$ cat config.mk
export PLATFORM = sky130hd
export DESIGN_NAME = pgd_device_flat
export DESIGN_NICKNAME = d
export VERILOG_FILES = /design/src/rtl/pgd_pkg.sv /design/src/rtl/pgd_link_if.sv /design/src/rtl/pgd_device.sv /design/src/rtl/pgd_div.sv /design/src/flat_wrapper.sv
export SDC_FILE = /design/constraint.sdc
export NUM_CORES = 1
export LEC_CHECK = 0
export ABC_AREA = 1
export BUFFER_PORTS_ARGS = -buffer_cell sky130_fd_sc_hd__clkbuf_2
export CAP_MARGIN = 20
export CORE_MARGIN = 5
export CORE_UTILIZATION = 50
export DETAILED_ROUTE_END_ITERATION = 8
export PLACE_DENSITY = 0.72
export RECOVER_POWER = 50
export REMOVE_ABC_BUFFERS = 1
export SLEW_MARGIN = 0
export SYNTH_ARGS = -nofsm -noshare
export SYNTH_HDL_FRONTEND = slang
export SYNTH_HIERARCHICAL = 1
export SYNTH_SLANG_ARGS = --single-unit
$ cat constraint.sdc
create_clock -name mclk_in -period 2.71 [get_ports mclk_in]
set_input_delay 0.4065 -clock mclk_in [delete_from_list [all_inputs] [get_ports mclk_in]]
set_output_delay 0.4065 -clock mclk_in [all_outputs]
set_load 0.03 [all_outputs]
$ cat src/rtl/pgd_pkg.sv
// Shared constants and types for the general power-down control block
package pgd_pkg;
    // Register indices on the device's register port
    localparam logic [1:0] PGD_IDX_PRC = 2'h0;
    localparam logic [1:0] PGD_IDX_PMS = 2'h1;
    localparam logic [1:0] PGD_IDX_RPL = 2'h2;
    // Reset values
    localparam logic [7:0] PGD_PRC_RST = 8'h00;
    localparam logic [7:0] PGD_PMS_RST = 8'h00;
    localparam logic [1:0] PGD_RPL_RST = 2'h1;
    // Field positions
    localparam int PGD_PRC_GEN_BIT = 7;
    localparam int PGD_PRC_IVL_MSB = 6;
    localparam int PGD_PMS_SLEEP_BIT = 7;
    localparam int PGD_PMS_INTCLK_BIT = 6;
    localparam int PGD_PMS_ISO_BIT = 5;
    // Refresh interval offset and refresh-per-line encodings
    localparam logic [7:0] PGD_IVL_OFFSET = 8'h05;
    localparam logic [1:0] PGD_RPL_TWO = 2'h3;
    localparam logic [1:0] PGD_RPL_ONE = 2'h1;
    // Internal clock divide ratio
    localparam int PGD_CLK_DIV = 8;
    // Timing: clock period and manager's clock settle time
    localparam int PGD_CLK_PERIOD_NS = 40;
    localparam int PGD_SETTLE_NS = 10000;
    localparam int PGD_SETTLE_CYC =
        (PGD_SETTLE_NS + PGD_CLK_PERIOD_NS - 1) / PGD_CLK_PERIOD_NS;
    // Power modes, Gray coded along the usual path
    typedef enum logic [2:0] {
        PGD_NORMAL  = 3'h0,
        PGD_GEN_EXT = 3'h1,
        PGD_GEN_INT = 3'h3,
        PGD_IDLE    = 3'h2,
        PGD_SLEEP   = 3'h6
    } pgd_mode_e;
    // Power manager states
    typedef enum logic [1:0] {
        PGD_MGR_RUN     = 2'h0,
        PGD_MGR_DOWN    = 2'h1,
        PGD_MGR_RESTORE = 2'h3
    } pgd_mgr_e;
endpackage

$ cat src/rtl/pgd_link_if.sv
// Link between the display controller and the power manager
`timescale 1ns/1ps
interface pgd_link_if;
    logic power_down_request_n;
    logic clock_slow;
    // Display controller end
    modport dev (
        input power_down_request_n,
        input clock_slow
    );
    // Power manager end
    modport mgr (
        output power_down_request_n,
        output clock_slow
    );
endinterface

$ cat src/rtl/pgd_device.sv
// Display controller end: power-down mode control and pin parking
// Summary of operation
// - Internal-clock mode divides clocks by eight
// - General modes keep host I/O, memory access
// - Power-down blanks display; CRT mode kills DACs
// - External-clock mode: control bit7=1, select bit6=0
// - Internal-clock mode: both bits set
// - Low request enters selected mode automatically
// - General modes time refresh from interval field
// - Software preloads interval from clock, minus five
// - Refresh-per-line field gives one or two
// - Manager restores, settles clocks before release
// - Request high resumes normal, full-speed clocks
// - Low request plus bit5 isolates host interface
// - Manager raises request to end isolation
// - Sleep floats buses, parks strobes, pixel clock
// - Any power-down holds panel, color outputs low
// - Select bit7 chooses sleep over others
// - Both bit7 clear chooses display-idle
`timescale 1ns/1ps
module pgd_device #(
    parameter int DIV = pgd_pkg::PGD_CLK_DIV
) (
    input logic mclk_in,
    input logic rst_in,
    pgd_link_if.dev link,
    input logic reg_wr_in,
    input logic [1:0] reg_addr_in,
    input logic [7:0] reg_wdata_in,
    output logic [7:0] reg_rdata_out,
    input logic crt_mode_in,
    input logic disp_refresh_in,
    output logic refresh_req_out,
    output logic int_clk_en_out,
    output logic host_io_en_out,
    output logic host_mem_en_out,
    output logic host_if_oe_out,
    output logic mem_data_oe_out,
    output logic strobes_high_out,
    output logic pixel_clock_low_out,
    output logic panel_low_out,
    output logic display_blank_out,
    output logic dac_off_out,
    output pgd_pkg::pgd_mode_e mode_out
);
    import pgd_pkg::*;

    // Refresh interval maths assumes the fixed divide ratio
    if (DIV != PGD_CLK_DIV) begin : g_div_check
        $error("pgd_device: only divide by eight is supported");
    end

    // Refresh cycles per line from the select field
    function automatic logic [1:0] refresh_count(input logic [1:0] sel);
        refresh_count = (sel == PGD_RPL_TWO) ? 2'h2 : 2'h1;
    endfunction

    // State and registers
    logic pd_meta_ff;
    logic pd_sync_ff;
    logic [7:0] prc_ff;
    logic [7:0] pms_ff;
    logic [1:0] rpl_ff;
    pgd_mode_e mode_ff;
    pgd_mode_e nxt_mode;
    logic [7:0] ivl_cnt_ff;
    logic [1:0] burst_ff;
    logic [7:0] rdata_ff;
    logic refresh_ff;
    logic clk_en_ff;
    logic io_en_ff;
    logic mem_en_ff;
    logic host_oe_ff;
    logic md_oe_ff;
    logic strobes_ff;
    logic pclk_low_ff;
    logic panel_low_ff;
    logic blank_ff;
    logic dac_off_ff;
    logic tick;

    // Two-stage synchroniser on the request pin
    always_ff @(posedge mclk_in) begin
        if (rst_in) begin
            pd_meta_ff <= 1'b1;
            pd_sync_ff <= 1'b1;
        end else begin
            pd_meta_ff <= link.power_down_request_n;
            pd_sync_ff <= pd_meta_ff;
        end
    end

    // Decoded request and mode selection
    wire pd_active = ~pd_sync_ff;
    wire sel_sleep = pms_ff[PGD_PMS_SLEEP_BIT];
    wire sel_gen = prc_ff[PGD_PRC_GEN_BIT];
    wire sel_int = pms_ff[PGD_PMS_INTCLK_BIT];
    wire isolated = pd_active & pms_ff[PGD_PMS_ISO_BIT];
    wire in_general = (mode_ff == PGD_GEN_EXT) || (mode_ff == PGD_GEN_INT);
    wire in_div8 = (mode_ff == PGD_GEN_INT) || (mode_ff == PGD_IDLE);

    // Mode is chosen at entry and held until the request rises
    always_comb begin
        nxt_mode = mode_ff;
        unique case (mode_ff)
            PGD_NORMAL: begin
                if (pd_active) begin
                    if (sel_sleep) begin
                        nxt_mode = PGD_SLEEP;
                    end else if (!sel_gen) begin
                        nxt_mode = PGD_IDLE;
                    end else if (sel_int) begin
                        nxt_mode = PGD_GEN_INT;
                    end else begin
                        nxt_mode = PGD_GEN_EXT;
                    end
                end
            end
            PGD_GEN_EXT, PGD_GEN_INT, PGD_IDLE, PGD_SLEEP: begin
                if (!pd_active) begin
                    nxt_mode = PGD_NORMAL;
                end
            end
            default: nxt_mode = PGD_NORMAL;
        endcase
    end

    always_ff @(posedge mclk_in) begin
        if (rst_in) begin
            mode_ff <= PGD_NORMAL;
        end else begin
            mode_ff <= nxt_mode;
        end
    end

    // Character-clock enable; realigned while in normal mode
    pgd_div #(
        .DIV(DIV)
    ) u_div (
        .mclk_in(mclk_in),
        .rst_in(rst_in),
        .clear_in(mode_ff == PGD_NORMAL),
        .tick_out(tick)
    );

    // Host register access is refused while isolated or asleep
    wire host_refused = isolated || (mode_ff == PGD_SLEEP);
    wire wr_ok = reg_wr_in && !host_refused;

    always_ff @(posedge mclk_in) begin
        if (rst_in) begin
            prc_ff <= PGD_PRC_RST;
            pms_ff <= PGD_PMS_RST;
            rpl_ff <= PGD_RPL_RST;
        end else if (wr_ok) begin
            if (reg_addr_in == PGD_IDX_PRC) begin
                prc_ff <= reg_wdata_in;
            end
            if (reg_addr_in == PGD_IDX_PMS) begin
                pms_ff <= reg_wdata_in;
            end
            if (reg_addr_in == PGD_IDX_RPL) begin
                rpl_ff <= reg_wdata_in[1:0];
            end
        end
    end

    // Read data; refused reads return zero
    wire [7:0] rd_mux =
        host_refused ? 8'h00 :
        (reg_addr_in == PGD_IDX_PRC) ? prc_ff :
        (reg_addr_in == PGD_IDX_PMS) ? pms_ff :
        (reg_addr_in == PGD_IDX_RPL) ? {6'h00, rpl_ff} : 8'h00;

    // Refresh interval in character clocks: field plus five
    wire [7:0] ivl_len =
        {1'b0, prc_ff[PGD_PRC_IVL_MSB:0]} + PGD_IVL_OFFSET;
    wire ivl_done = (ivl_cnt_ff >= ivl_len - 8'h01);

    // Refresh timer replaces display timing during general modes.
    // Counts only on character ticks, so the rate tracks the clock.
    always_ff @(posedge mclk_in) begin
        if (rst_in || !in_general) begin
            ivl_cnt_ff <= 8'h00;
            burst_ff <= 2'h0;
        end else begin
            if (tick && ivl_done) begin
                ivl_cnt_ff <= 8'h00;
                burst_ff <= refresh_count(rpl_ff);
            end else begin
                if (tick) begin
                    ivl_cnt_ff <= ivl_cnt_ff + 8'h01;
                end
                if (burst_ff != 2'h0) begin
                    burst_ff <= burst_ff - 2'h1;
                end
            end
        end
    end

    // Refresh source: own timer in general modes, else display timing
    wire nxt_refresh = in_general ? (burst_ff != 2'h0) : disp_refresh_in;

    // Pin and access states per mode
    wire pd_mode = (mode_ff != PGD_NORMAL);
    wire sleep = (mode_ff == PGD_SLEEP);
    wire nxt_clk_en = in_div8 ? tick : 1'b1;
    wire nxt_io_en = !isolated && !sleep;
    wire nxt_mem_en = !isolated && !sleep &&
        (mode_ff != PGD_IDLE);
    wire nxt_host_oe = !isolated && !sleep;

    // Output flops
    always_ff @(posedge mclk_in) begin
        if (rst_in) begin
            rdata_ff <= 8'h00;
            refresh_ff <= 1'b0;
            clk_en_ff <= 1'b1;
            io_en_ff <= 1'b1;
            mem_en_ff <= 1'b1;
            host_oe_ff <= 1'b1;
            md_oe_ff <= 1'b1;
            strobes_ff <= 1'b0;
            pclk_low_ff <= 1'b0;
            panel_low_ff <= 1'b0;
            blank_ff <= 1'b0;
            dac_off_ff <= 1'b0;
        end else begin
            rdata_ff <= rd_mux;
            refresh_ff <= nxt_refresh;
            clk_en_ff <= nxt_clk_en;
            io_en_ff <= nxt_io_en;
            mem_en_ff <= nxt_mem_en;
            host_oe_ff <= nxt_host_oe;
            md_oe_ff <= !sleep;
            strobes_ff <= sleep;
            pclk_low_ff <= sleep;
            panel_low_ff <= pd_mode;
            blank_ff <= pd_mode;
            dac_off_ff <= pd_mode && crt_mode_in;
        end
    end

    assign reg_rdata_out = rdata_ff;
    assign refresh_req_out = refresh_ff;
    assign int_clk_en_out = clk_en_ff;
    assign host_io_en_out = io_en_ff;
    assign host_mem_en_out = mem_en_ff;
    assign host_if_oe_out = host_oe_ff;
    assign mem_data_oe_out = md_oe_ff;
    assign strobes_high_out = strobes_ff;
    assign pixel_clock_low_out = pclk_low_ff;
    assign panel_low_out = panel_low_ff;
    assign display_blank_out = blank_ff;
    assign dac_off_out = dac_off_ff;
    assign mode_out = mode_ff;
endmodule

$ cat src/rtl/pgd_div.sv
// Divide-by-N clock enable generator
`timescale 1ns/1ps
module pgd_div #(
    parameter int DIV = 8
) (
    input logic mclk_in,
    input logic rst_in,
    input logic clear_in,
    output logic tick_out
);
    localparam int CW = (DIV > 2) ? $clog2(DIV) : 1;
    localparam logic [CW-1:0] LAST = CW'(DIV - 1);

    logic [CW-1:0] cnt_ff;
    logic tick_ff;
    wire at_last = (cnt_ff == LAST);

    // A single phase would never produce a gap between ticks
    if (DIV < 2) begin : g_div_check
        $error("pgd_div: DIV must be at least 2");
    end

    // Free-running count; clear realigns the enable phase
    always_ff @(posedge mclk_in) begin
        if (rst_in || clear_in) begin
            cnt_ff <= '0;
            tick_ff <= 1'b0;
        end else begin
            cnt_ff <= at_last ? '0 : cnt_ff + 1'b1;
            tick_ff <= at_last;
        end
    end

    assign tick_out = tick_ff;
endmodule

$ cat src/flat_wrapper.sv
// flat-port wrapper written by rule: the top's interface ports become plain ports
module pgd_device_flat import pgd_pkg::*;
#(
    parameter int DIV = pgd_pkg::PGD_CLK_DIV
)
  (mclk_in, rst_in, reg_wr_in, reg_addr_in, reg_wdata_in, reg_rdata_out, crt_mode_in, disp_refresh_in, refresh_req_out, int_clk_en_out, host_io_en_out, host_mem_en_out, host_if_oe_out, mem_data_oe_out, strobes_high_out, pixel_clock_low_out, panel_low_out, display_blank_out, dac_off_out, mode_out, link_power_down_request_n, link_clock_slow);
  pgd_link_if link_i ();
  input logic mclk_in;
  input logic rst_in;
  input logic reg_wr_in;
  input logic [1:0] reg_addr_in;
  input logic [7:0] reg_wdata_in;
  output logic [7:0] reg_rdata_out;
  input logic crt_mode_in;
  input logic disp_refresh_in;
  output logic refresh_req_out;
  output logic int_clk_en_out;
  output logic host_io_en_out;
  output logic host_mem_en_out;
  output logic host_if_oe_out;
  output logic mem_data_oe_out;
  output logic strobes_high_out;
  output logic pixel_clock_low_out;
  output logic panel_low_out;
  output logic display_blank_out;
  output logic dac_off_out;
  output pgd_pkg::pgd_mode_e mode_out;
  input wire logic [$bits(link_i.power_down_request_n)-1:0] link_power_down_request_n;
  input wire logic [$bits(link_i.clock_slow)-1:0] link_clock_slow;
  assign link_i.power_down_request_n = link_power_down_request_n;
  assign link_i.clock_slow = link_clock_slow;
  pgd_device #(.DIV(DIV)) u_core (.mclk_in(mclk_in), .rst_in(rst_in), .link(link_i), .reg_wr_in(reg_wr_in), .reg_addr_in(reg_addr_in), .reg_wdata_in(reg_wdata_in), .reg_rdata_out(reg_rdata_out), .crt_mode_in(crt_mode_in), .disp_refresh_in(disp_refresh_in), .refresh_req_out(refresh_req_out), .int_clk_en_out(int_clk_en_out), .host_io_en_out(host_io_en_out), .host_mem_en_out(host_mem_en_out), .host_if_oe_out(host_if_oe_out), .mem_data_oe_out(mem_data_oe_out), .strobes_high_out(strobes_high_out), .pixel_clock_low_out(pixel_clock_low_out), .panel_low_out(panel_low_out), .display_blank_out(display_blank_out), .dac_off_out(dac_off_out), .mode_out(mode_out));
endmodule
* Yosys cells after proc, flatten, opt, wreduce, memory -nomap -nowiden
Cells that the tools add are included.
** Word-level totals
- Latch bits :: 0
- Input bits :: 17
- Output and inout bits :: 22
- Memories :: 0
- Memory bits (writable) :: 0
- Register bits after elaboration :: 53
- ROM bits :: 0
** Cells by class
- Multiply operators :: 0
- Multiplexer cells :: 13
- Shift-type cells :: 0
- Bitwise operators :: 3
- Add/sub/neg operators :: 5
- Magnitude comparators :: 1
- Equality and inequality tests :: 11
- Div/mod/pow operators :: 0
- Reductions and logical operators :: 28
** Operator list (number)
- 2-to-1 mux 8 bit :: 2
- 2-to-1 mux 3 bit :: 4
- 2-to-1 mux 2 bit :: 5
- adder 7 x 3 -> 8 bit (second input constant) :: 1
- adder 8 x 1 -> 8 bit (second input constant) :: 1
- greater-or-equal comparator 8 bit :: 1
- AND reduction 2 bit :: 4
- OR reduction 2 bit :: 4
- subtractor 8 x 1 -> 8 bit (second input constant) :: 1
- == test 3 x 2 -> 1 bit (second input constant) :: 2
- == test 3 bit (second input constant) :: 2
- one-hot mux 3 bit (2 select lines) :: 1
- logical AND 1 bit :: 5
- logical OR 1 bit :: 5
- == test 2 bit (second input constant) :: 2
- logical NOT 1 bit :: 4
- nonzero test 2 bit :: 2
- OR reduction 4 bit :: 1
- adder 3 x 1 -> 3 bit (second input constant) :: 1
- == test 3 x 1 -> 1 bit (second input constant) :: 1
- logical NOT 3 bit :: 1
- != test 3 x 2 -> 1 bit (second input constant) :: 1
- nonzero test 3 bit :: 1
- == test 2 x 1 -> 1 bit (second input constant) :: 1
- 7 further kinds :: 8

* Logic depth before layout (Yosys ltp)
Gate-level depths: netlist of run 1.
- Depth in word-level cells :: 6
- Gate-level depth with buffers :: 14

* Cells and area by module
Netlist of run 1, hierarchy kept.
** By module, submodules not included
- pgd_device :: area an instance 2219.6 sq um, cells each 270, seq. area each 980.9 sq um, times used 1
- pgd_div :: area an instance 140.1 sq um, cells each 15, seq. area each 80.1 sq um, times used 1

* Worst setup path after synthesis of run 1
No wires, ideal clock.
- Kind :: reg2reg
- Start :: register u_core.prc_ff[2]
- End :: register u_core.burst_ff[0]
- Clock period less this slack :: 1.852 ns
- Required time :: 2.594 ns
- Slack :: 0.858 ns
- Library setup time :: 0.116 ns
- Arrival time :: 1.737 ns
- Cell stages (with the launch flop) :: 14
- Path through :: dfxtp_1 ha_1 nand3_1 xor2_1 inv_1 ha_1 nand2_1 o21a_1 nand2_1 nand2_2 nand2_1 nand2_1 nor2_1 nor2_1
** Between the ends
- Word-level cells in the longest chain between the ends :: 5
** RTL lines
- start, declared :: line pgd_device.sv:61 : logic [7:0] prc_ff;
- start signal, assigned :: line pgd_device.sv:157 : prc_ff <= reg_wdata_in;
- adder 7 x 3 -> 8 bit * :: line pgd_device.sv:177 : {1'b0, prc_ff[PGD_PRC_IVL_MSB:0]} + PGD_IVL_OFFSET;
- subtractor 8 x 1 -> 8 bit * :: line pgd_device.sv:178 : wire ivl_done = (ivl_cnt_ff >= ivl_len - 8'h01);
- greater-or-equal comparator 8 bit * :: line pgd_device.sv:178
- logical AND 1 bit * :: line pgd_device.sv:187 : if (tick && ivl_done) begin
- 2-to-1 mux 2 bit or nonzero test 2 bit (tied branches)
- end signal, assigned :: line pgd_device.sv:189 : burst_ff <= refresh_count(rpl_ff);
- end signal, assigned :: line pgd_device.sv:195 : burst_ff <= burst_ff - 2'h1;
- end, declared :: line pgd_device.sv:67 : logic [1:0] burst_ff;
Every way passes the cells marked *; elsewhere a longest branch is shown, timed or not.
A chain may end at the register's enable or synchronous reset.

* Final worst setup path of run 1
- Start :: input port rst_in
- End :: register u_core.rdata_ff[1], in the netlist u_core/reg_rdata_out[1]
** Between the ends
- Word-level cells in the longest chain between the ends :: 1
** RTL lines
- start, declared :: line flat_wrapper.sv:9 : input logic rst_in;
- OR reduction 2 bit (no source line)
- end signal, assigned :: line pgd_device.sv:229 : rdata_ff <= rd_mux;
- end, declared :: line pgd_device.sv:68 : logic [7:0] rdata_ff;
Every way passes these cells.

==> results of run 1 <==
==> kinds of logic (layout without fill, tap and decap cells) <==
group	Yosys count	after routing	share of synthesized area
AOI/OAI and AO/OA	45	45	0.116
xor gates and xnor gates	8	8	0.0297
adders and majority gates	13	13	0.0689
buffers and inverters	39	75	0.0769
and+or+nand+nor	127	127	0.259
DFF	53	53	0.450
==> worst max-delay path by stage <==
stage | slack, ps | startpoint | to | depth (start not counted)
after floorplan | 850 | u_core/prc_ff[2] | u_core/burst_ff[0] | 13
after detailed placement | 640 | u_core/prc_ff[2] | u_core/burst_ff[0] | 13
after global routing | 320 | rst_in | u_core/reg_rdata_out[6] | 4
after global placement | 700 | u_core/prc_ff[2] | u_core/burst_ff[0] | 13
after CTS | 620 | u_core/prc_ff[2] | u_core/burst_ff[0] | 13
final | 520 | rst_in | u_core/reg_rdata_out[1] | 4
==> worst register-to-register path: stages (launching register included) <==
cell and delay, ps:
dfxtp_1 450, ha_1 220, nand3_1 100, xor2_1 140
inv_1 50, ha_1 260, nand2_1 60, o21a_1 190
nand2_1 130, nand2_2 110, nand2_1 110, nand2_1 50
nor2_1 80, nor2_1 50
==> report_power, final <==
| group | internal [mW] | switching (mW) | total, mW |
|---|---|---|---|
| combinational | 0.0375 | 0.0751 | 0.113 |
| clock | 0.236 | 0.255 | 0.492 |
| sequential | 0.796 | 0.0122 | 0.808 |
==> flip-flops by register name, summed over array words and instances (netlist names), 2 cells and up <==
name / cells
u_core/burst_ff: 2
u_core/ivl_cnt_ff: 8
u_core/mode_out: 3
u_core/pms_ff: 8
u_core/prc_ff: 8
u_core/reg_rdata_out: 8
u_core/rpl_ff: 2
u_core/u_div/cnt_ff: 3
==> cell usage in the layout, fill, tap and decap left out, types with 2 or more instances in the layout <==
cell type  instances
a21oi_1           23
a21oi_2            8
a31oi_1            3
buf_4              2
clkbuf_1          20
clkbuf_2          17
clkbuf_8           7
dfxtp_1           53
ha_1              13
inv_1             25
inv_2              2
nand2_1           54
nand2_2            9
nand2_4            2
nand3_1           25
nand3_2            2
nor2_1            21
nor2_2             3
nor3_1             2
nor3b_1            2
o21ai_0            3
o21ai_1            4
o21ai_2            2
or2_2              2
xnor2_1            2
xor2_1             6
==> area by class of cell <==
class                      count  area (um2)  share of cell area
timing repair buffer          39         175              0.0666
tap                           54        67.6              0.0257
clock buffer                   7        96.3              0.0366
multi-input combinational    193        1120               0.425
clock inverter                 1        8.76             0.00333
inverter                      28         105              0.0399
sequential                    53        1060               0.403
==> routing by layer <==
metal	vias up	wire length [um]	share of wire	GRT usage
li1	993	-	-	-
met2	34	2120	0.45	0.255
met3	2	167	0.036	0.0351
met5	-	0	0	0
met1	889	2340	0.50	0.211
met4	0	36	0.0077	0.0472
==> stage by stage <==
| step | hold WS, ps | setup slack [ps] |
|---|---|---|
| after global placement | 394 | 702 |
| after global routing | 290 | 324 |
| final | 286 | 518 |
| after CTS | 279 | 617 |
| after detailed placement | 400 | 639 |
| after floorplan | 389 | 852 |
==> summary.md, run 1 <==
| Metric | Value |
|---|---|
| Outcome | `finished, final reports clean` |
| Avg Inst Size Synth | `8.28 um2` |
| Most used DFF post-synth | `dfxtp_1` |
| Synthesized flop and latch total | `53` |
| Clk_lat worst skew | `300 ps` |
| Hpwl dp | `3.40 mm` |
| Max-Cap Viols | `0` |
| End of the worst register-to-register path | `u_core/burst_ff[0]` |
| Cell Rows | `25` |
| CTS buffer count | `5` |
| Overall Power | `1.41 mW` |
| Element type at the critical path start | `primary input` |
| First-pass GRT wire length | `7.90 mm` |
| Synthesized cell area | `2360 um2` |
| Final min period | `2190 ps` |
| Final core utilization | `0.565` |
| DIE AREA | `6190 um2` |
| P&R area growth vs syn | `11.5%` |
| Post-CTS setup buffers | `0` |
| Netlist cell types | `34` |
| HP Class | `in2reg` |
| CP required | `2870 ps` |
| Crit-path max FO | `22` |
| Core footprint | `4660 um2` |
| Die Y | `78.7 um` |
| Reg2Reg Setup Slack | `610 ps` |
| Cells after Synth | `285` |
| Via-to-Cell Ratio | `5.11` |
| Post-route insts no fill | `375` |
| CTS tree | `built` |
| Placed inst area | `2550 um2` |
| CP cell instances | `clkbuf_1, inv_1, nand3_1, a31oi_1` |
| Clock root buffer | `clkbuf_8` |
| Synth warn | `6` |
| # placed instances | `367` |
| Crit path arrival time | `2360 ps` |
| Sequential cell area fraction in the yosys report | `0.450` |
| Final Cell Area | `2630 um2` |
| DR pass1 iterations | `4` |
| Worst IR Drop VDD | `254 uV` |
| Hold Vio Cnt, Final | `0` |
| Share of layout cells above drive strength 1 | `0.184` |
| CP endpoint kind | `flip-flop` |
| Worst Setup Path Type | `in2reg` |
| Power Dens Cells | `537 nW/um2` |
| Top Ports | `39` |
| Final Skew | `6.61 ps` |
| Post-cts resize count | `0` |
| Initial drt markers | `92` |
| Relative slew slack | `0.251` |
| Total global-route track usage | `0.158` |
| CTS Buffer Depth | `2` |
| Top post-synthesis cells by area | `dfxtp_1 (45%), nand2_1 (8.6%), ha_1 (6.9%)` |
| Slew Limit Fails | `0` |
| Cell with the most instances after synthesis | `nand2_1` |
| Worst-Margin Slew | `1120 ps` |
| # clock sinks | `53` |
| Initial antenna violation count | `0` |
| WL final | `4.67 mm` |
| Reg2Reg Depth | `13` |
| Clock slew at reported path FFs | `100 ps` |
| Reg-to-reg startpoint | `u_core/prc_ff[2]` |
| Via count | `1918` |
| Ys async rst share | `0` |
| Residual DRC | `0` |
| Fillers | `434` |
| N_diodes | `0` |
| WHS Path Cells | `2` |
| Min-Delay Endpoint | `u_core/pd_meta_ff` |
| Max frequency | `456 MHz` |
| Cell taking the most area after synthesis | `dfxtp_1` |
| Post-route ant nets | `0` |
| CP max stage cell | `clkbuf_1` |
| Final #Nets | `350` |
| PortBufs | `37` |
| Unrepaired setup endpoints after global routing | `no` |
| Hold_buf cts | `0` |
| Initial Utilization | `0.506` |
| Period utilisation layout | `0.809` |
| GR Overflow Total | `0` |
| H-Tree Level Count | `2` |
| Placer Congestion | `0.811` |
| Hold_sp | `link_power_down_request_n` |
| Final setup TNS | `0 ps` |
| Synth top area share | `0.450` |
| Post-synth EDFFs | `0` |
| Max stage delay on crit path | `810 ps` |
| Vias in the first global route | `1722` |
| Final setup viols | `0` |
| Leak Pwr | `1.02 nW` |
| CP delay by family, top | `buffers and inverters` |
| WP buf/inv | `2` |
| Die X | `78.7 um` |
| WL per Instance | `12.4 um` |
| Largest net degree at the start of global routing | `23` |
| Top cells by count, synth | `nand2_1 (54), dfxtp_1 (53), nand3_1 (25), inv_1 (24), a21oi_1 (23)` |
(Power assumes the default switching activity.)
==> inputs of run 2 (changes only) <==
Settings changed: ABC_AREA 1 to 0, CORE_UTILIZATION 50 to 49, PLACE_DENSITY 0.72 to 0.74.
Clock period 2.71 ns to 1.97 ns, I/O delays scaled along.
==> summary.md, run 2 <==
| Metric | Value |
|---|---|
| Outcome | `finished, final reports clean` |
| Clock network power share | `0.328` |
| Max frequency | `513 MHz` |
| Crit path arrival time | `2150 ps` |
| P_int | `1.39 mW` |
| GR Overflow Total | `0` |
| Synthesized flop and latch total | `53` |
| Initial antenna violation count | `0` |
| Overall Power | `1.84 mW` |
| Placer Congestion | `0.753` |
| WL per Instance | `14.2 um` |
| Clock slew at reported path FFs | `100 ps` |
| Seq pwr share | `0.600` |
| Cell with the most instances after synthesis | `dfxtp_1` |
| Cell Rows | `24` |
| Relative slew slack | `0.373` |
| Final setup viols | `0` |
| Core footprint | `4410 um2` |
| P&R area growth vs syn | `18.4%` |
| Worst-Margin Slew | `940 ps` |
| Final setup TNS | `0 ps` |
| Vias in the first global route | `1679` |
| Top Ports | `39` |
| Sequential cell area fraction in the yosys report | `0.467` |
| Ys async rst share | `0` |
| Die Y | `78.1 um` |
| Via-to-Cell Ratio | `5.35` |
| HP Class | `in2reg` |
| # clock sinks | `53` |
| DIE AREA | `6090 um2` |
| CTS buffer count | `5` |
| Total global-route track usage | `0.164` |
| Top post-synthesis cells by area | `dfxtp_1 (47%), mux2i_1 (12%), ha_1 (7.2%)` |
| Worst Setup Path Type | `reg2reg` |
| Residual DRC | `0` |
| Max-Cap Viols | `0` |
| Multiplexer area fraction after synthesis | `0.130` |
| Initial Utilization | `0.514` |
| Hold Vio Cnt, Final | `0` |
| Max stage delay on crit path | `370 ps` |
| Clock root buffer | `clkbuf_8` |
| Power Dens Cells | `686 nW/um2` |
| Element type at the critical path start | `flip-flop` |
| Largest net degree at the start of global routing | `24` |
| Die X | `78.1 um` |
| Synth warn | `6` |
| Via count | `1745` |
| Crit-path max FO | `3` |
| Worst IR Drop VDD | `539 uV` |
| WL final | `4.62 mm` |
| Clk_lat worst skew | `310 ps` |
| Simple-Gate Fraction of Synth Area | `0.190` |
| Initial drt markers | `104` |
| Unrepaired setup endpoints after global routing | `yes` |
| CP cell instances | `ha_4, nand3_2, xor2_1, ha_1, and3_4, a22oi_2, o21ai_4, mux2_4` |
| Combinational Power Share | `0.072` |
| Final min period | `1950 ps` |
| Final Skew | `6.88 ps` |
| Synthesized cell area | `2270 um2` |
| Period utilisation layout | `0.989` |
| Hold_ws | `162 ps` |
| Avg Inst Size Synth | `9.87 um2` |
| Cells after Synth | `230` |
| Netlist cell types | `39` |
| First-pass GRT wire length | `8.09 mm` |
| CP endpoint kind | `flip-flop` |
| Synth Area in XOR/XNOR | `0.0424` |
| Largest family of logic cells by synthesized area | `simple AND/OR/NAND/NOR gates` |
| Post-synth EDFFs | `0` |
| Most frequent cells in the layout | `dfxtp_1 (51), nor2_1 (34), mux2i_1 (28), clkbuf_1 (21), clkbuf_2 (17)` |
| Synth top area share | `0.467` |
| Hpwl dp | `3.33 mm` |
| N_diodes | `0` |
| Top cells by count, synth | `dfxtp_1 (53), nor2_1 (34), mux2i_1 (28), nor3_1 (15), ha_1 (13)` |
| Sw power | `0.453 mW` |
| CP max stage cell | `dfxtp_4` |
| Share of layout cells above drive strength 1 | `0.193` |
| Adder-Cell Fraction of Synth Area | `0.0717` |
| CTS tree | `built` |
| Cell taking the most area after synthesis | `dfxtp_1` |
| Post-route ant nets | `0` |
| Synth Area in Compound Gates | `0.0557` |
| Slew Limit Fails | `0` |
| PortBufs | `37` |
| CP required | `2180 ps` |
| Most used DFF post-synth | `dfxtp_1` |
| CTS Buffer Depth | `2` |
| Leak Pwr | `1.14 nW` |
| DR pass1 iterations | `4` |
| Switching Fraction | `0.246` |
| H-Tree Level Count | `2` |
| Final #Nets | `304` |
| Commonest non-fill, non-tap cell in the layout | `dfxtp_1` |
[run 2: cell count changes in the layout (fill, tap and decap cells not counted), moves of 8 or more]
cell and delta:
nand2_1 -45, mux2i_1 +28, nand3_1 -21, a21oi_1 -18, inv_1 -15, nor2_1 +13, nand2_2 -9, a21oi_2 -8
[run 2: worst max-delay path: cells and delay by family (launching register included)]
| kind | cells | cell delay, ps |
|---|---|---|
| compound gates | 2 | 320 |
| xor+xnor | 1 | 150 |
| fa+ha+maj | 2 | 420 |
| flops | 1 | 370 |
| mux | 1 | 300 |
| simple gates | 2 | 270 |
[run 2: logic make-up after synthesis]
family                   Yosys count
AND/OR/NAND/NOR                   86
flip-flops                        53
multiplexers                      29
buffers and inverters             20
AO/OA/AOI/OAI                     18
adder cells (fa/ha/maj)           13
XOR/XNOR                          11
[run 2: final cells by class]
type,count,area [um2]
clock inverter,2,16.3
clock buffer,5,68.8
multi-input combinational,157,1190
timing repair buffer,47,239
tap,52,65.1
inverter,10,37.5
sequential,53,1070
fill,401,1730
[run 2: layer usage]
metal | vias to the layer above | global-route usage | share of wire
met5 | - | 0 | 0
met1 | 822 | 0.226 | 0.48
li1 | 877 | - | -
met2 | 34 | 0.246 | 0.46
met4 | 0 | 0.0709 | 0.027
met3 | 12 | 0.0355 | 0.037
[run 2: final timing paths]
check                            startpoint            endpoint  slack, ps  cells after the start
hold / removal    link_power_down_request_n   u_core/pd_meta_ff        160                      2
setup reg to reg           u_core/prc_ff[3]  u_core/burst_ff[0]         20                      8
setup / recovery           u_core/prc_ff[3]  u_core/burst_ff[0]         20                      8
hold reg to reg           u_core/pd_meta_ff   u_core/pd_sync_ff        420                      1
[run 2: repair_timing]
item                                    CTS  global route
gates resized for setup                   6            13
hold endpoints to repair                  0             0
pin swaps                                 1            10
endpoints found under the setup margin    9            10
hold buffers                              0             0
buffers inserted                          0             1
[run 2: power by group through the flow]
stage / combinational, mW / clock [mW] / sequential (mW)
6_report: 0.132 / 0.605 / 1.11
5_1_grt: 0.147 / 0.673 / 1.11
4_1_cts: 0.134 / 0.619 / 1.11
3_5_place_dp: 0.131 / 0 / 1.13
3_3_place_gp: 0.129 / 0 / 1.13
2_1_floorplan: 0.0576 / 0 / 1.14
[run 2: metrics by stage]
| stage | util | area [um2] | std cells | setup slack (ps) |
|---|---|---|---|---|
| finish | 0.609 | 2690 | 326 | 21.5 |
| global route | 0.609 | 2690 | 326 | -66.1 |
| CTS | 0.599 | 2640 | 325 | -15.1 |
| detailed placement | 0.573 | 2530 | 318 | -63.3 |
| global placement | 0.573 | 2530 | 318 | 8.86 |
| floorplan | - | 2210 | 220 | -114 |
==> inputs of run 3 (changes only) <==
Settings changed: ABC_AREA 0 to unset, CELL_PAD_IN_SITES_DETAIL_PLACEMENT set to 0, CELL_PAD_IN_SITES_GLOBAL_PLACEMENT set to 2, CORE_UTILIZATION 49 to 31, PLACE_DENSITY 0.74 to unset, PLACE_DENSITY_LB_ADDON set to 0.1.
==> summary.md, run 3 (synthesized netlist as in run 2, its figures left out) <==
| Metric | Value |
|---|---|
| Hold_buf cts | `0` |
| Hold Vio Cnt, Final | `0` |
| Via-to-Cell Ratio | `4.51` |
| Final setup viols | `0` |
| CP delay by family, top | `adder cells` |
| Clk_lat worst skew | `310 ps` |
| Worst Setup Slack, final | `41.7 ps` |
| P_int | `1.40 mW` |
| WL per Instance | `13.3 um` |
| Power Dens Cells | `673 nW/um2` |
| Element type at the critical path start | `flip-flop` |
| Outcome | `finished, final reports clean` |
| WL final | `5.07 mm` |
| Slew Limit Fails | `0` |
| Clock slew at reported path FFs | `110 ps` |
| Worst-Margin Slew | `856 ps` |
| Switching Fraction | `0.253` |
| Vias in the first global route | `1764` |
| Clock network power share | `0.337` |
| Post-route ant nets | `0` |
| Hpwl dp | `3.73 mm` |
| Max-Cap Viols | `0` |
| Core footprint | `7180 um2` |
| Commonest non-fill, non-tap cell in the layout | `dfxtp_1` |
| Clock root buffer | `clkbuf_8` |
| Top Ports | `39` |
| Residual DRC | `0` |
| P&R area growth vs syn | `23.1%` |
| Hold_sp | `link_power_down_request_n` |
| Die Y | `95.6 um` |
| # clock sinks | `53` |
| Share of layout cells above drive strength 1 | `0.216` |
| First-pass GRT wire length | `8.41 mm` |
| DR pass1 iterations | `4` |
| H-Tree Level Count | `2` |
| Final #Nets | `312` |
| Worst IR Drop VDD | `386 uV` |
| CP cell instances | `ha_4, nand3_2, xor2_1, ha_1, and3_4, a22oi_2, o21ai_4, mux2_4` |
| Initial antenna violation count | `0` |
| Hold_ws | `172 ps` |
| Seq pwr share | `0.590` |
| Reg2Reg Depth | `8` |
| GR Overflow Total | `0` |
| CTS tree | `built` |
| CP required | `2170 ps` |
| Sw power | `0.475 mW` |
| Max stage delay on crit path | `370 ps` |
| Pre-CTS setup slack | `-15.2 ps` |
| Placed inst area | `2650 um2` |
| Leak Pwr | `1.18 nW` |
| CP max stage cell | `dfxtp_2` |
| Final min period | `1930 ps` |
| Total global-route track usage | `0.120` |
| Relative slew slack | `0.429` |
| Cell Rows | `31` |
| Crit-path max FO | `3` |
| Final Cell Area | `2790 um2` |
| N_diodes | `0` |
| Combinational Power Share | `0.074` |
| Via count | `1723` |
| CTS buffer count | `5` |
| Worst Setup Path Type | `reg2reg` |
| PortBufs | `37` |
| Largest net degree at the start of global routing | `20` |
| Min-Delay Endpoint | `u_core/pd_meta_ff` |
| End of the worst register-to-register path | `u_core/burst_ff[0]` |
| Crit path arrival time | `2130 ps` |
| Max frequency | `519 MHz` |
| Fillers | `766` |
| WP buf/inv | `0` |
| Die X | `95.6 um` |
| Overall Power | `1.88 mW` |
| Crit path from | `u_core/prc_ff[2]` |
| Final setup TNS | `0 ps` |
| Placer Congestion | `0.719` |
| Most frequent cells in the layout | `dfxtp_1 (50), nor2_1 (34), mux2i_1 (28), clkbuf_1 (22), clkbuf_2 (18)` |
| Unrepaired setup endpoints after global routing | `yes` |
| CTS Buffer Depth | `2` |
| Reg2Reg Setup Slack | `40 ps` |
| WHS Path Cells | `2` |
| Final Skew | `10.5 ps` |
| HP Class | `in2reg` |
| Initial Utilization | `0.316` |
| Initial drt markers | `46` |
| CP endpoint kind | `flip-flop` |
| Reg-to-reg startpoint | `u_core/prc_ff[2]` |
| Period utilisation layout | `0.979` |
| DIE AREA | `9130 um2` |
==> run 3: worst max path at each step <==
stage / endpoint / cells after the start / slack [ps]
floorplan: u_core/burst_ff[0] / 8 / -110
global placement: u_core/burst_ff[0] / 8 / -10
detailed placement: u_core/burst_ff[0] / 8 / -20
CTS: u_core/burst_ff[0] / 8 / 4
global route: u_core/burst_ff[0] / 8 / -60
finish: u_core/burst_ff[0] / 8 / 40
==> run 3: cell type report <==
cell class                 count  area, um2  share of cell area
timing repair buffer          55        293               0.105
tap                           99        124              0.0443
multi-input combinational    157       1180               0.424
clock inverter                 3       21.3             0.00761
inverter                      10       37.5              0.0134
sequential                    53       1060               0.381
clock buffer                   5       68.8              0.0246
==> run 3: layer usage <==
layer	GRT usage	up-vias	wire, um
li1	-	895	-
met1	0.154	806	2480
met2	0.201	20	2400
met3	0.0276	2	168
met4	0.0320	0	23
met5	0	-	0
==> run 3: worst register-to-register path: stages (launching register included) <==
cell	delay, ps
dfxtp_2	370
ha_4	140
nand3_2	70
xor2_1	150
ha_1	270
and3_4	200
a22oi_2	220
o21ai_4	100
mux2_4	300
==> run 3: per-stage QoR <==
stage / instances / util
3_5_place_dp: 373 / 0.369
2_1_floorplan: 220 / -
4_1_cts: 381 / 0.386
5_1_grt: 382 / 0.389
3_3_place_gp: 373 / 0.369
6_report: 382 / 0.389
==> run 3: repair_timing <==
item / CTS / global route
resized for setup: 7 / 11
gates cloned: 0 / 0
hold endpoints to repair: 0 / 0
setup buffers: 0 / 1
pin swaps: 2 / 4
setup endpoints to repair: 9 / 10
==> run 3: power groups by stage <==
stage          combinational [mW]  clock (mW)  sequential, mW
6_report                    0.138       0.633            1.11
5_1_grt                     0.156       0.703            1.11
4_1_cts                     0.141       0.667            1.11
3_5_place_dp                0.139           0            1.13
3_3_place_gp                0.139           0            1.13
2_1_floorplan              0.0576           0            1.14
